<file path="src/include/tss_defines.svh">
`ifndef TSS_DEFINES_SVH
`define TSS_DEFINES_SVH

// ****************************************
// bus addressing and command codes
// ****************************************
`define TSS_ADDR_HI 4'h9
`define TSS_GC_ADDR 7'h00
`define TSS_GC_LATCH 8'h04
`define TSS_GC_RESET 8'h06
`define TSS_ALERT_RESP 8'h19
`define TSS_HS_CODE 5'h01

// ****************************************
// pointer codes
// ****************************************
`define TSS_PTR_TEMP 2'h0
`define TSS_PTR_CFG 2'h1
`define TSS_PTR_TLOW 2'h2
`define TSS_PTR_THIGH 2'h3
`define TSS_PTR_RESET 8'h00

// ****************************************
// configuration fields and reset values
// ****************************************
`define TSS_CFG_OS 7
`define TSS_CFG_RES_HI 6
`define TSS_CFG_RES_LO 5
`define TSS_CFG_TM 1
`define TSS_CFG_RESET 8'h00
`define TSS_TLOW_RESET 16'h0000
`define TSS_THIGH_RESET 16'h0000
`define TSS_TEMP_RESET 12'h000
`define TSS_TEMP_MAX 16'sh07FF
`define TSS_TEMP_MIN 16'shF800

// ****************************************
// timing
// ****************************************
`define TSS_CLK_KHZ 25000
`define TSS_FS_SCL_KHZ 400
`define TSS_HS_SCL_KHZ 2380
`define TSS_FS_PERIOD_CYC ((`TSS_CLK_KHZ + `TSS_FS_SCL_KHZ - 1) / `TSS_FS_SCL_KHZ)
`define TSS_HS_PERIOD_CYC ((`TSS_CLK_KHZ + `TSS_HS_SCL_KHZ - 1) / `TSS_HS_SCL_KHZ)

`endif

</file>
<file path="src/include/tss_pkg.sv">
package tss_pkg;

  // ****************************************
  // types
  // ****************************************
  typedef enum logic [5:0] {
    ST_IDLE = 6'h01,
    ST_RX = 6'h02,
    ST_RACK = 6'h04,
    ST_TX = 6'h08,
    ST_TACK = 6'h10,
    ST_SKIP = 6'h20
  } tss_state_t;

  typedef struct packed {
    logic [7:0] cfg;
    logic [15:0] tlow;
    logic [15:0] thigh;
  } tss_regs_t;

  typedef struct packed {
    logic valid;
    logic [15:0] code;
  } tss_conv_t;

endpackage

</file>
<file path="src/core/tss_i2c_slave.sv">
`include "tss_defines.svh"

// How it works
// - temperature register holds latest 12-bit result
// - temperature read sends upper byte first
// - low four bits of temperature word zero
// - temperature reads zero after any reset
// - resolution 9 to 12 bits masks low bits
// - two's complement sixteenths, saturating at 7FF
// - slave only, open drain, MSB first
// - fast and high-speed clock rates supported
// - SDA moves only while SCL low
// - address byte then ack on ninth clock
// - address 1001 plus three pin levels
// - pins latched after reset, start, request
// - first written byte loads the pointer
// - reads reuse the last written pointer
// - words move upper byte then lower byte
// - receiver acks address, pointer, data bytes
// - transmitter sends two bytes, master may nack
// - alert response acked, own address returned
// - alert byte last bit shows high limit
// - arbitration winner clears alert, loser keeps
// - general call latch or latch and reset
// - high-speed code unacked, held until stop
// - pointer low bits select four registers
// - thermostat mode bit selects interrupt behaviour
module tss_i2c_slave
  import tss_pkg::*;
(
  input wire logic clk,
  input wire logic rst,
  input wire logic scl_in,
  input wire logic sda_in,
  output logic sda_out,
  output logic sda_oe,
  input wire logic addr_select_pin_0,
  input wire logic addr_select_pin_1,
  input wire logic addr_select_pin_2,
  input wire tss_conv_t conv,
  input wire logic alert_active,
  input wire logic temp_above_high,
  output tss_regs_t regs,
  output logic [11:0] temp_value,
  output logic thermostat_mode_bit,
  output logic temp_read,
  output logic alert_clear,
  output logic one_shot,
  output logic hs_mode
);

  // ****************************************
  // input conditioning
  // ****************************************
  logic [1:0] bus_f;
  logic [2:0] pins_f;
  logic scl_f, sda_f;

  tss_sync #(.WIDTH(2), .INIT(2'h3)) u_bus_sync (
    .clk(clk),
    .rst(rst),
    .din({scl_in, sda_in}),
    .dout(bus_f)
  );

  tss_sync #(.WIDTH(3), .INIT(3'h0)) u_pin_sync (
    .clk(clk),
    .rst(rst),
    .din({addr_select_pin_2, addr_select_pin_1, addr_select_pin_0}),
    .dout(pins_f)
  );

  assign scl_f = bus_f[1];
  assign sda_f = bus_f[0];

  // ****************************************
  // state
  // ****************************************
  tss_state_t state_reg, state_next;
  logic scl_d_reg, scl_d_next;
  logic sda_d_reg, sda_d_next;
  logic [3:0] bit_cnt_reg, bit_cnt_next;
  logic [7:0] shift_reg, shift_next;
  logic [7:0] tx_reg, tx_next;
  logic sda_oe_reg, sda_oe_next;
  logic [2:0] byte_idx_reg, byte_idx_next;
  logic read_reg, read_next;
  logic gc_reg, gc_next;
  logic alert_reg, alert_next;
  logic half_reg, half_next;
  logic nack_reg, nack_next;
  logic [7:0] ptr_reg, ptr_next;
  logic [7:0] msb_reg, msb_next;
  tss_regs_t regs_reg, regs_next;
  logic [2:0] addr_reg, addr_next;
  logic relatch_reg, relatch_next;
  logic hs_reg, hs_next;
  logic temp_read_reg, temp_read_next;
  logic alert_clear_reg, alert_clear_next;
  logic one_shot_reg, one_shot_next;
  logic soft_rst_reg, soft_rst_next;
  logic [11:0] temp12;

  logic scl_rise, scl_fall, start, stop, byte_done, gc_reset_cmd;

  assign scl_rise = scl_f & ~scl_d_reg;
  assign scl_fall = ~scl_f & scl_d_reg;
  assign start = scl_f & scl_d_reg & sda_d_reg & ~sda_f;
  assign stop = scl_f & scl_d_reg & ~sda_d_reg & sda_f;
  assign byte_done = (state_reg == ST_RX) & scl_fall & (bit_cnt_reg == 4'h8);
  assign gc_reset_cmd = byte_done & gc_reg & (byte_idx_reg == 3'h1) & (shift_reg == `TSS_GC_RESET);

  // ****************************************
  // register readback
  // ****************************************
  function automatic logic [15:0] read_word(input logic [1:0] p, input tss_regs_t r, input logic [11:0] t);
    logic [15:0] w;
    case (p)
      `TSS_PTR_TEMP: w = {t, 4'h0};
      `TSS_PTR_CFG: w = {1'h0, r.cfg[6:0], 8'h00};
      `TSS_PTR_TLOW: w = r.tlow;
      `TSS_PTR_THIGH: w = r.thigh;
      default: w = 16'h0000;
    endcase
    return w;
  endfunction

  // ****************************************
  // protocol engine
  // ****************************************
  always_comb begin
    logic ack;
    logic [7:0] b;
    logic [7:0] first;
    logic [15:0] word;
    ack = 1'h0;
    b = shift_reg;
    first = 8'h00;
    word = read_word(ptr_reg[1:0], regs_reg, temp12);
    state_next = state_reg;
    scl_d_next = scl_f;
    sda_d_next = sda_f;
    bit_cnt_next = bit_cnt_reg;
    shift_next = shift_reg;
    tx_next = tx_reg;
    sda_oe_next = sda_oe_reg;
    byte_idx_next = byte_idx_reg;
    read_next = read_reg;
    gc_next = gc_reg;
    alert_next = alert_reg;
    half_next = half_reg;
    nack_next = nack_reg;
    ptr_next = ptr_reg;
    msb_next = msb_reg;
    regs_next = regs_reg;
    addr_next = relatch_reg ? pins_f : addr_reg;
    relatch_next = 1'h0;
    hs_next = hs_reg;
    temp_read_next = 1'h0;
    alert_clear_next = 1'h0;
    one_shot_next = 1'h0;
    soft_rst_next = 1'h0;
    if (start) begin
      state_next = ST_RX;
      bit_cnt_next = 4'h0;
      byte_idx_next = 3'h0;
      sda_oe_next = 1'h0;
      half_next = 1'h0;
      relatch_next = 1'h1;
    end else if (stop) begin
      state_next = ST_IDLE;
      sda_oe_next = 1'h0;
      hs_next = 1'h0;
    end else begin
      case (state_reg)
        ST_RX: begin
          if (scl_rise && bit_cnt_reg < 4'h8) begin
            shift_next = {shift_reg[6:0], sda_f};
            bit_cnt_next = bit_cnt_reg + 4'h1;
          end
          if (byte_done) begin
            case (byte_idx_reg)
              3'h0: begin
                if (b[7:1] == {`TSS_ADDR_HI, addr_reg}) begin
                  ack = 1'h1;
                  read_next = b[0];
                  gc_next = 1'h0;
                  alert_next = 1'h0;
                end else if (b[7:1] == `TSS_GC_ADDR && !b[0]) begin
                  ack = 1'h1;
                  read_next = 1'h0;
                  gc_next = 1'h1;
                  alert_next = 1'h0;
                end else if (b == `TSS_ALERT_RESP && regs_reg.cfg[`TSS_CFG_TM] && alert_active) begin
                  ack = 1'h1;
                  read_next = 1'h1;
                  gc_next = 1'h0;
                  alert_next = 1'h1;
                end else if (b[7:3] == `TSS_HS_CODE) begin
                  hs_next = 1'h1;
                end
              end
              3'h1: begin
                if (gc_reg) begin
                  if (b == `TSS_GC_LATCH || b == `TSS_GC_RESET) begin
                    ack = 1'h1;
                    relatch_next = 1'h1;
                  end
                  if (b == `TSS_GC_RESET) begin
                    regs_next.cfg = `TSS_CFG_RESET;
                    regs_next.tlow = `TSS_TLOW_RESET;
                    regs_next.thigh = `TSS_THIGH_RESET;
                    ptr_next = `TSS_PTR_RESET;
                    soft_rst_next = 1'h1;
                  end
                end else begin
                  ack = 1'h1;
                  ptr_next = {6'h00, b[1:0]};
                end
              end
              3'h2: begin
                ack = !gc_reg;
                msb_next = b;
                if (!gc_reg && ptr_reg[1:0] == `TSS_PTR_CFG) begin
                  regs_next.cfg = b;
                  one_shot_next = b[`TSS_CFG_OS];
                end
              end
              3'h3: begin
                ack = !gc_reg;
                if (!gc_reg && ptr_reg[1:0] == `TSS_PTR_TLOW) begin
                  regs_next.tlow = {msb_reg, b[7:4], 4'h0};
                end
                if (!gc_reg && ptr_reg[1:0] == `TSS_PTR_THIGH) begin
                  regs_next.thigh = {msb_reg, b[7:4], 4'h0};
                end
              end
              default: ack = !gc_reg;
            endcase
            byte_idx_next = (byte_idx_reg == 3'h4) ? byte_idx_reg : byte_idx_reg + 3'h1;
            sda_oe_next = ack;
            state_next = ack ? ST_RACK : ST_SKIP;
          end
        end
        ST_RACK: begin
          if (scl_fall) begin
            bit_cnt_next = 4'h0;
            sda_oe_next = 1'h0;
            state_next = ST_RX;
            if (read_reg) begin
              if (alert_reg) begin
                first = {`TSS_ADDR_HI, addr_reg, temp_above_high};
              end else begin
                first = word[15:8];
                temp_read_next = (ptr_reg[1:0] == `TSS_PTR_TEMP);
              end
              sda_oe_next = ~first[7];
              tx_next = {first[6:0], 1'h0};
              bit_cnt_next = 4'h1;
              state_next = ST_TX;
            end
          end
        end
        ST_TX: begin
          if (scl_rise && alert_reg && !sda_oe_reg && !sda_f) begin
            state_next = ST_SKIP;
          end else if (scl_fall) begin
            if (bit_cnt_reg < 4'h8) begin
              sda_oe_next = ~tx_reg[7];
              tx_next = {tx_reg[6:0], 1'h0};
              bit_cnt_next = bit_cnt_reg + 4'h1;
            end else begin
              sda_oe_next = 1'h0;
              state_next = ST_TACK;
            end
          end
        end
        ST_TACK: begin
          if (scl_rise) begin
            nack_next = sda_f;
          end
          if (scl_fall) begin
            state_next = ST_SKIP;
            if (alert_reg) begin
              alert_clear_next = 1'h1;
            end else if (!nack_reg && !half_reg) begin
              first = word[7:0];
              half_next = 1'h1;
              sda_oe_next = ~first[7];
              tx_next = {first[6:0], 1'h0};
              bit_cnt_next = 4'h1;
              state_next = ST_TX;
            end
          end
        end
        ST_SKIP: sda_oe_next = 1'h0;
        default: state_next = ST_IDLE;
      endcase
    end
  end

  always_ff @(posedge clk) begin
    if (rst) begin
      state_reg <= ST_IDLE;
      scl_d_reg <= 1'h1;
      sda_d_reg <= 1'h1;
      bit_cnt_reg <= 4'h0;
      shift_reg <= 8'h00;
      tx_reg <= 8'h00;
      sda_oe_reg <= 1'h0;
      byte_idx_reg <= 3'h0;
      read_reg <= 1'h0;
      gc_reg <= 1'h0;
      alert_reg <= 1'h0;
      half_reg <= 1'h0;
      nack_reg <= 1'h0;
      ptr_reg <= `TSS_PTR_RESET;
      msb_reg <= 8'h00;
      regs_reg <= {`TSS_CFG_RESET, `TSS_TLOW_RESET, `TSS_THIGH_RESET};
      addr_reg <= 3'h0;
      relatch_reg <= 1'h1;
      hs_reg <= 1'h0;
      temp_read_reg <= 1'h0;
      alert_clear_reg <= 1'h0;
      one_shot_reg <= 1'h0;
      soft_rst_reg <= 1'h0;
    end else begin
      state_reg <= state_next;
      scl_d_reg <= scl_d_next;
      sda_d_reg <= sda_d_next;
      bit_cnt_reg <= bit_cnt_next;
      shift_reg <= shift_next;
      tx_reg <= tx_next;
      sda_oe_reg <= sda_oe_next;
      byte_idx_reg <= byte_idx_next;
      read_reg <= read_next;
      gc_reg <= gc_next;
      alert_reg <= alert_next;
      half_reg <= half_next;
      nack_reg <= nack_next;
      ptr_reg <= ptr_next;
      msb_reg <= msb_next;
      regs_reg <= regs_next;
      addr_reg <= addr_next;
      relatch_reg <= relatch_next;
      hs_reg <= hs_next;
      temp_read_reg <= temp_read_next;
      alert_clear_reg <= alert_clear_next;
      one_shot_reg <= one_shot_next;
      soft_rst_reg <= soft_rst_next;
    end
  end

  // ****************************************
  // temperature register
  // ****************************************
  tss_temp_reg u_temp (
    .clk(clk),
    .rst(rst),
    .clear(soft_rst_reg),
    .conv(conv),
    .res(regs_reg.cfg[`TSS_CFG_RES_HI:`TSS_CFG_RES_LO]),
    .temp(temp12)
  );

  // ****************************************
  // outputs
  // ****************************************
  assign sda_out = 1'h0;
  assign sda_oe = sda_oe_reg;
  assign regs = regs_reg;
  assign temp_value = temp12;
  assign thermostat_mode_bit = regs_reg.cfg[`TSS_CFG_TM];
  assign temp_read = temp_read_reg;
  assign alert_clear = alert_clear_reg;
  assign one_shot = one_shot_reg;
  assign hs_mode = hs_reg;
endmodule

</file>
<file path="src/core/tss_sync.sv">
`include "tss_defines.svh"

module tss_sync
  import tss_pkg::*;
#(
  parameter int WIDTH = 2,
  parameter logic [WIDTH-1:0] INIT = '0
)
(
  input wire logic clk,
  input wire logic rst,
  input wire logic [WIDTH-1:0] din,
  output logic [WIDTH-1:0] dout
);

  // ****************************************
  // three stage synchroniser with agreement
  // ****************************************
  logic [WIDTH-1:0] s1_reg, s2_reg, s3_reg, filt_reg;
  logic [WIDTH-1:0] s1_next, s2_next, s3_next, filt_next;

  always_comb begin
    s1_next = din;
    s2_next = s1_reg;
    s3_next = s2_reg;
    filt_next = filt_reg;
    for (int i = 0; i < WIDTH; i++) begin
      if (s2_reg[i] == s3_reg[i]) begin
        filt_next[i] = s3_reg[i];
      end
    end
  end

  always_ff @(posedge clk) begin
    if (rst) begin
      s1_reg <= INIT;
      s2_reg <= INIT;
      s3_reg <= INIT;
      filt_reg <= INIT;
    end else begin
      s1_reg <= s1_next;
      s2_reg <= s2_next;
      s3_reg <= s3_next;
      filt_reg <= filt_next;
    end
  end

  assign dout = filt_reg;

endmodule

</file>
<file path="src/core/tss_temp_reg.sv">
`include "tss_defines.svh"

module tss_temp_reg
  import tss_pkg::*;
(
  input wire logic clk,
  input wire logic rst,
  input wire logic clear,
  input wire tss_conv_t conv,
  input wire logic [1:0] res,
  output logic [11:0] temp
);

  // ****************************************
  // saturation and resolution
  // ****************************************
  function automatic logic [11:0] shape(input logic [15:0] code, input logic [1:0] r);
    logic signed [15:0] c;
    logic [11:0] v;
    c = signed'(code);
    if (c >= `TSS_TEMP_MAX) begin
      v = 12'h7FF;
    end else if (c <= `TSS_TEMP_MIN) begin
      v = 12'h800;
    end else begin
      v = code[11:0];
    end
    return v & ~(12'h7 >> r);
  endfunction

  logic [11:0] temp_reg, temp_next;

  always_comb begin
    temp_next = temp_reg;
    if (clear) begin
      temp_next = `TSS_TEMP_RESET;
    end else if (conv.valid) begin
      temp_next = shape(conv.code, res);
    end
  end

  always_ff @(posedge clk) begin
    if (rst) begin
      temp_reg <= `TSS_TEMP_RESET;
    end else begin
      temp_reg <= temp_next;
    end
  end

  assign temp = temp_reg;
endmodule

</file>
<file path="config.mk">
export PLATFORM = sky130hd
export DESIGN_NAME = tss_i2c_slave
export DESIGN_NICKNAME = d
export VERILOG_FILES = /design/src/include/tss_pkg.sv /design/src/core/tss_i2c_slave.sv /design/src/core/tss_sync.sv /design/src/core/tss_temp_reg.sv
export VERILOG_INCLUDE_DIRS = /design/src /design/src/include
export SDC_FILE = /design/constraint.sdc
export NUM_CORES = 1
export LEC_CHECK = 0
export ABC_AREA = 1
export BUFFER_PORTS_ARGS = -buffer_cell sky130_fd_sc_hd__buf_2
export CAP_MARGIN = 40
export CORE_ASPECT_RATIO = 1.5
export CORE_UTILIZATION = 57
export DETAILED_ROUTE_END_ITERATION = 12
export PLACE_DENSITY = 0.91
export REMOVE_ABC_BUFFERS = 1
export SYNTH_ARGS = -nofsm -noshare
export SYNTH_HDL_FRONTEND = slang
export SYNTH_HIERARCHICAL = 1
export SYNTH_SLANG_ARGS = --single-unit
</file>
<file path="constraint.sdc">
create_clock -name clk -period 1.9 [get_ports clk]
set_input_delay 0.095 -clock clk [delete_from_list [all_inputs] [get_ports clk]]
set_output_delay 0.095 -clock clk [all_outputs]
set_load 0.02 [all_outputs]
</file>
[After elaboration in Yosys (flattened, before gate mapping)]
Cells that the tools add are included.
Storage, ports and cells
  output and inout port bits: 59
  bits in registers: 128
Operators by class
  shift operators: 1
  order comparisons: 3
  muxes and demuxes: 94
  equality and inequality tests: 50
  reduce and logical (&&, ||, !) cells: 54
  bitwise logic cells: 33
  $add $sub $neg: 2
Operator list (count)
  $mux 8: 15
  $mux 40: 2
  $pmux 16 s4: 1
  $pmux 32 s2: 1
  $mux 6: 9
  $mux 12: 4
  $mux 1: 41
  $reduce_and 8->1: 5
  $mux 4: 9
  $mux 16: 2
  $ne 2x2->1 const B: 16
  $pmux 6 s5: 1
  $pmux 8 s3: 1
  $reduce_and 6->1: 4
  $not 1->1: 22
  $reduce_or 7->1: 3
  $eq 8x3->1 const B: 2
  $ge 16x12->1 const B: 1
  $le 16x12->1 const B: 1
  $pmux 4 s4: 1
  $pmux 8 s2: 1
  $and 12x12->12: 1
  $ne 4x4->1 const B: 3
  $not 12->12: 1
  other kinds (43): 90

[Longest topological paths before layout]
  depth after elaboration: 16
  gate-level depth with buffers: 13
  gate-level depth less buffers: 13

[Cells and area by module]
The synthesis kept the hierarchy.
Modules (own cells, without submodules)
  tss_i2c_slave: times used 1, sequential area each 1741.7 um^2, area each 4594.4 um^2, cells an instance 693
  tss_temp_reg: times used 1, sequential area each 240.2 um^2, area each 683.2 um^2, cells an instance 101
  tss_sync at u_pin_sync: times used 1, sequential area each 240.2 um^2, area each 387.9 um^2, cells an instance 41
  tss_sync at u_bus_sync: times used 1, sequential area each 160.2 um^2, area each 252.7 um^2, cells an instance 30

[Worst setup path before layout]
OpenSTA, ideal clock, no wires.
  kind: reg2reg
  from: register byte_idx_reg[0]
  to: register regs_reg (netlist bit regs[33])
  slack: 302 ps
  cell stages (with the launch flop): 12
  data arrival time: 1465 ps
  cells stage by stage: dfxtp_1 inv_1 ha_1 inv_1 nor2_1 inv_1 nor4_1 o21a_1 buf_4 nand2_2 nand2_1 a21oi_1
On the way
  longest elaborated chain between the ends: 3
  elaborated cells between the ends (all ways): 8
  classes of those cells: eq/ne: 5; mux: 1; reduce/logical: 2
Ends and longest elaborated chain
  start, declared: line tss_i2c_slave.sv:86  | logic [2:0] byte_idx_reg, byte_idx_next;
  start signal, assigned: line tss_i2c_slave.sv:335  | byte_idx_reg <= byte_idx_next;
  $eq 3x2->1 / $eq 3x1->1 (equally long branches): line tss_i2c_slave.sv:182  | case (byte_idx_reg)
  $ne 2x2->1 (no source line), or another cell as far along
  $reduce_and 8->1 (no source line)
  end signal, assigned: line tss_i2c_slave.sv:319  | regs_reg <= {`TSS_CFG_RESET, `TSS_TLOW_RESET, `TSS_THIGH_RESET};
  end signal, assigned: line tss_i2c_slave.sv:343  | regs_reg <= regs_next;
  end, declared: line tss_i2c_slave.sv:94  | tss_regs_t regs_reg, regs_next;
Several ways; a longest one is shown, not always the timed one.
A chain may end at the register's enable or synchronous reset.

[Final worst setup path]
  from: register shift_reg[4]
  to: register regs_reg (netlist bit regs[34])
On the way
  longest elaborated chain between the ends: 3
Ends and longest elaborated chain
  start, declared: line tss_i2c_slave.sv:83  | logic [7:0] shift_reg, shift_next;
  start signal, assigned: line tss_i2c_slave.sv:332  | shift_reg <= shift_next;
  $eq 8x3->1 (no source line)
  $ne 2x1->1 (no source line)
  $reduce_and 8->1 (no source line)
No other way between the ends.

==> qor.txt <==
Total Nets Final = 1008
Setup violations, final = 10
GRT Util Overall = 35.09%
Die Height = 126.8 um
vias in the first global route = 6382
Syn Area/Cell = 6.842 um2
dpl hpwl = 12150 um
most frequent CP cell = nand2_1
initial antenna violation count = 0
Final Hold Fails = 0
Worst-Skew Late Latency = 430 ps
Reg clk slew, reported paths = 60 ps
final period utilization = 103.5%
Tmin final = 1967 ps
Fin Setup TNS = -342.2 ps
crit-path max FO = 5
final setup margin = -67.23 ps
fin util = 71.85%
Slew HR = 57.68%
Avg Vias per Cell = 5.858
First DRT Iteration DRCs = 540
Final Slew Violations = 0
most frequent cells in the layout = nand2_1, dfxtp_1, inv_1
clk buf depth = 2
Layout area overhead = 23.04%
critical path arrival = 2320 ps
CP startpoint kind = register
IO Pins = 85
CP top delay family = simple AND/OR/NAND/NOR gates
Residual DRC = 0
Initial Util = 58.40%
per-cell routed wire length = 16.79 um
multi-input logic area = 2940 um2
# rows = 45
dominant synthesized flop cell = dfxtp_1
status = complete, but fails checks
global-route wire length before repair = 29220 um
total grt overflow = 0
#FFs+latches synth = 119
Final ANT Viol Nets = 0
Cell Area, Synth = 5918 um2
Synth cell types = 43
largest net degree at the start of global routing = 29
Cells after Synth = 865
ratio of cells with drive above 1 in the final layout = 20.34%
Layout Skew = 10.72 ps
clk root buf = clkbuf_16
FF/Latch Area = 2386 um2
TritonCTS buffer count = 17
TritonCTS clock tree = yes
drt first pass iters = 7
slowest CP cell = dfxtp_1
CTS Sinks = 119
Hold Crit Class = primary input to register
peak supply drop = 0.8488 mV
PortBufs = 75
Slew @ Worst Pin = 634.1 ps
max_cap viols = 0
H-Tree Depth = 4
Pleak = 3.315 nW
Core Region = 10130 um2
Post-synth ARST share = 0%
sequential share of the synthesized area = 40.25%
Worst path max stage delay = 390 ps
Setup CP Type = register to register
Post-Route WL = 18560 um
Post-synth EDFFs = 0
crit-path cells = nor2_1, nand2_1, nor2_1, nand2_1, o21ai_4, o21a_2, buf_4, nand2_1, a21oi_1
Die Span X = 85.20 um
Synth Warn # = 6
commonest non-fill, non-tap cell in the layout = nand2_1
PD cells = 840.8 nW/um2
WP buf/inv = 1
Ant. Diodes = 0
RD Place Congestion = 1.019
failing checks = negative setup slack
max FFs per register = 32
Die ar. = 10800 um2
CP Capture Type = register
Crit path required time = 2260 ps
max frequency = 0.5083 GHz
Fill cells = 724
R2R Setup Slk = -70 ps
RSZ-0062 raised after global routing = yes
vias = 6473
cell families after synthesis:
group                      count (synthesis)  synth area share (%)
and+or+nand+nor                          436                 32.66
adders and majority gates                  7                 1.480
AOI/OAI and AO/OA                        149                 13.95
other                                      1               0.06336
buffers and inverters                    153                 11.59
DFF                                      119                 40.25
report_power, final:
part           leakage, nW  internal (mW)  switching [mW]
clock                0.289           2.00            1.29
combinational         2.06          0.101           0.181
sequential           0.966           2.53          0.0251
total                 3.32           4.63            1.49
per-layer routing:
layer  vias up  track usage (%)  share of wire (%)
met5         -                0                  0
met4         0            27.22                7.4
met3       155            9.304                8.4
met2       434            61.01                 50
met1      2911            35.17                 34
li1       2973                -                  -
tightest hold or removal path, stage by stage:
cell     delay, ps
buf_2          120
nand3_2         60
nand2_1         50
nand2_1         70
a21oi_2         50
cell usage after synthesis (5+ instances only):
cell | number | share of area, %
nand4_1 | 14 | 1.5
inv_1 | 103 | 6.5
nor2_1 | 85 | 5.4
nand3_2 | 5 | 0.85
nand3_1 | 62 | 5.2
nor3_1 | 9 | 0.76
inv_2 | 10 | 0.63
buf_2 | 8 | 0.68
clkbuf_1 | 10 | 0.63
buf_6 | 5 | 0.95
a21oi_1 | 81 | 6.8
buf_4 | 15 | 1.9
a31oi_1 | 9 | 0.95
ha_1 | 7 | 1.5
o21ai_0 | 37 | 3.1
nor2_2 | 11 | 1.2
dfxtp_1 | 119 | 40
nand2_1 | 226 | 14
what timing repair did:
action	in CTS	in global routing
buffers inserted	0	2
endpoints found under the setup margin	8	38
hold endpoints to repair	14	0
pin swaps	0	2
hold buffers	14	0
gates resized for setup	2	22
final timing paths:
check                                             to  cells past startpoint                  from
worst max-delay path                        regs[34]                      9          shift_reg[4]
worst min-delay path                  u_temp/temp[1]                      5               conv[1]
worst max register to register              regs[34]                      9          shift_reg[4]
worst min register to register  u_pin_sync/s2_reg[0]                      2  u_pin_sync/s1_reg[0]
metrics by stage:
| step | cells | area (um2) | setup WS [ps] | total power [mW] | hold slack [ps] |
|---|---|---|---|---|---|
| CTS | 1103 | 7197 | 17.28 | 6.100 | 44.29 |
| global route | 1105 | 7282 | -39.12 | 6.252 | 76.45 |
| global placement | 1057 | 6449 | 112.1 | 2.845 | 269.4 |
| detailed placement | 1057 | 6449 | 15.46 | 2.851 | 301.4 |
| finish | 1105 | 7282 | -67.23 | 6.122 | 61.75 |
| floorplan | 835 | 5702 | 24.78 | 2.736 | 164.1 |
area by class of cell:
class | instances | area share (%)
multi-input cells | 601 | 40.38
flip-flops and latches | 119 | 32.77
repair buffers | 121 | 10.48
inverters | 115 | 6.065
clock buffers | 18 | 6.031
clock inverters | 14 | 2.268
well taps | 117 | 2.010
(Power assumes the default switching activity.)
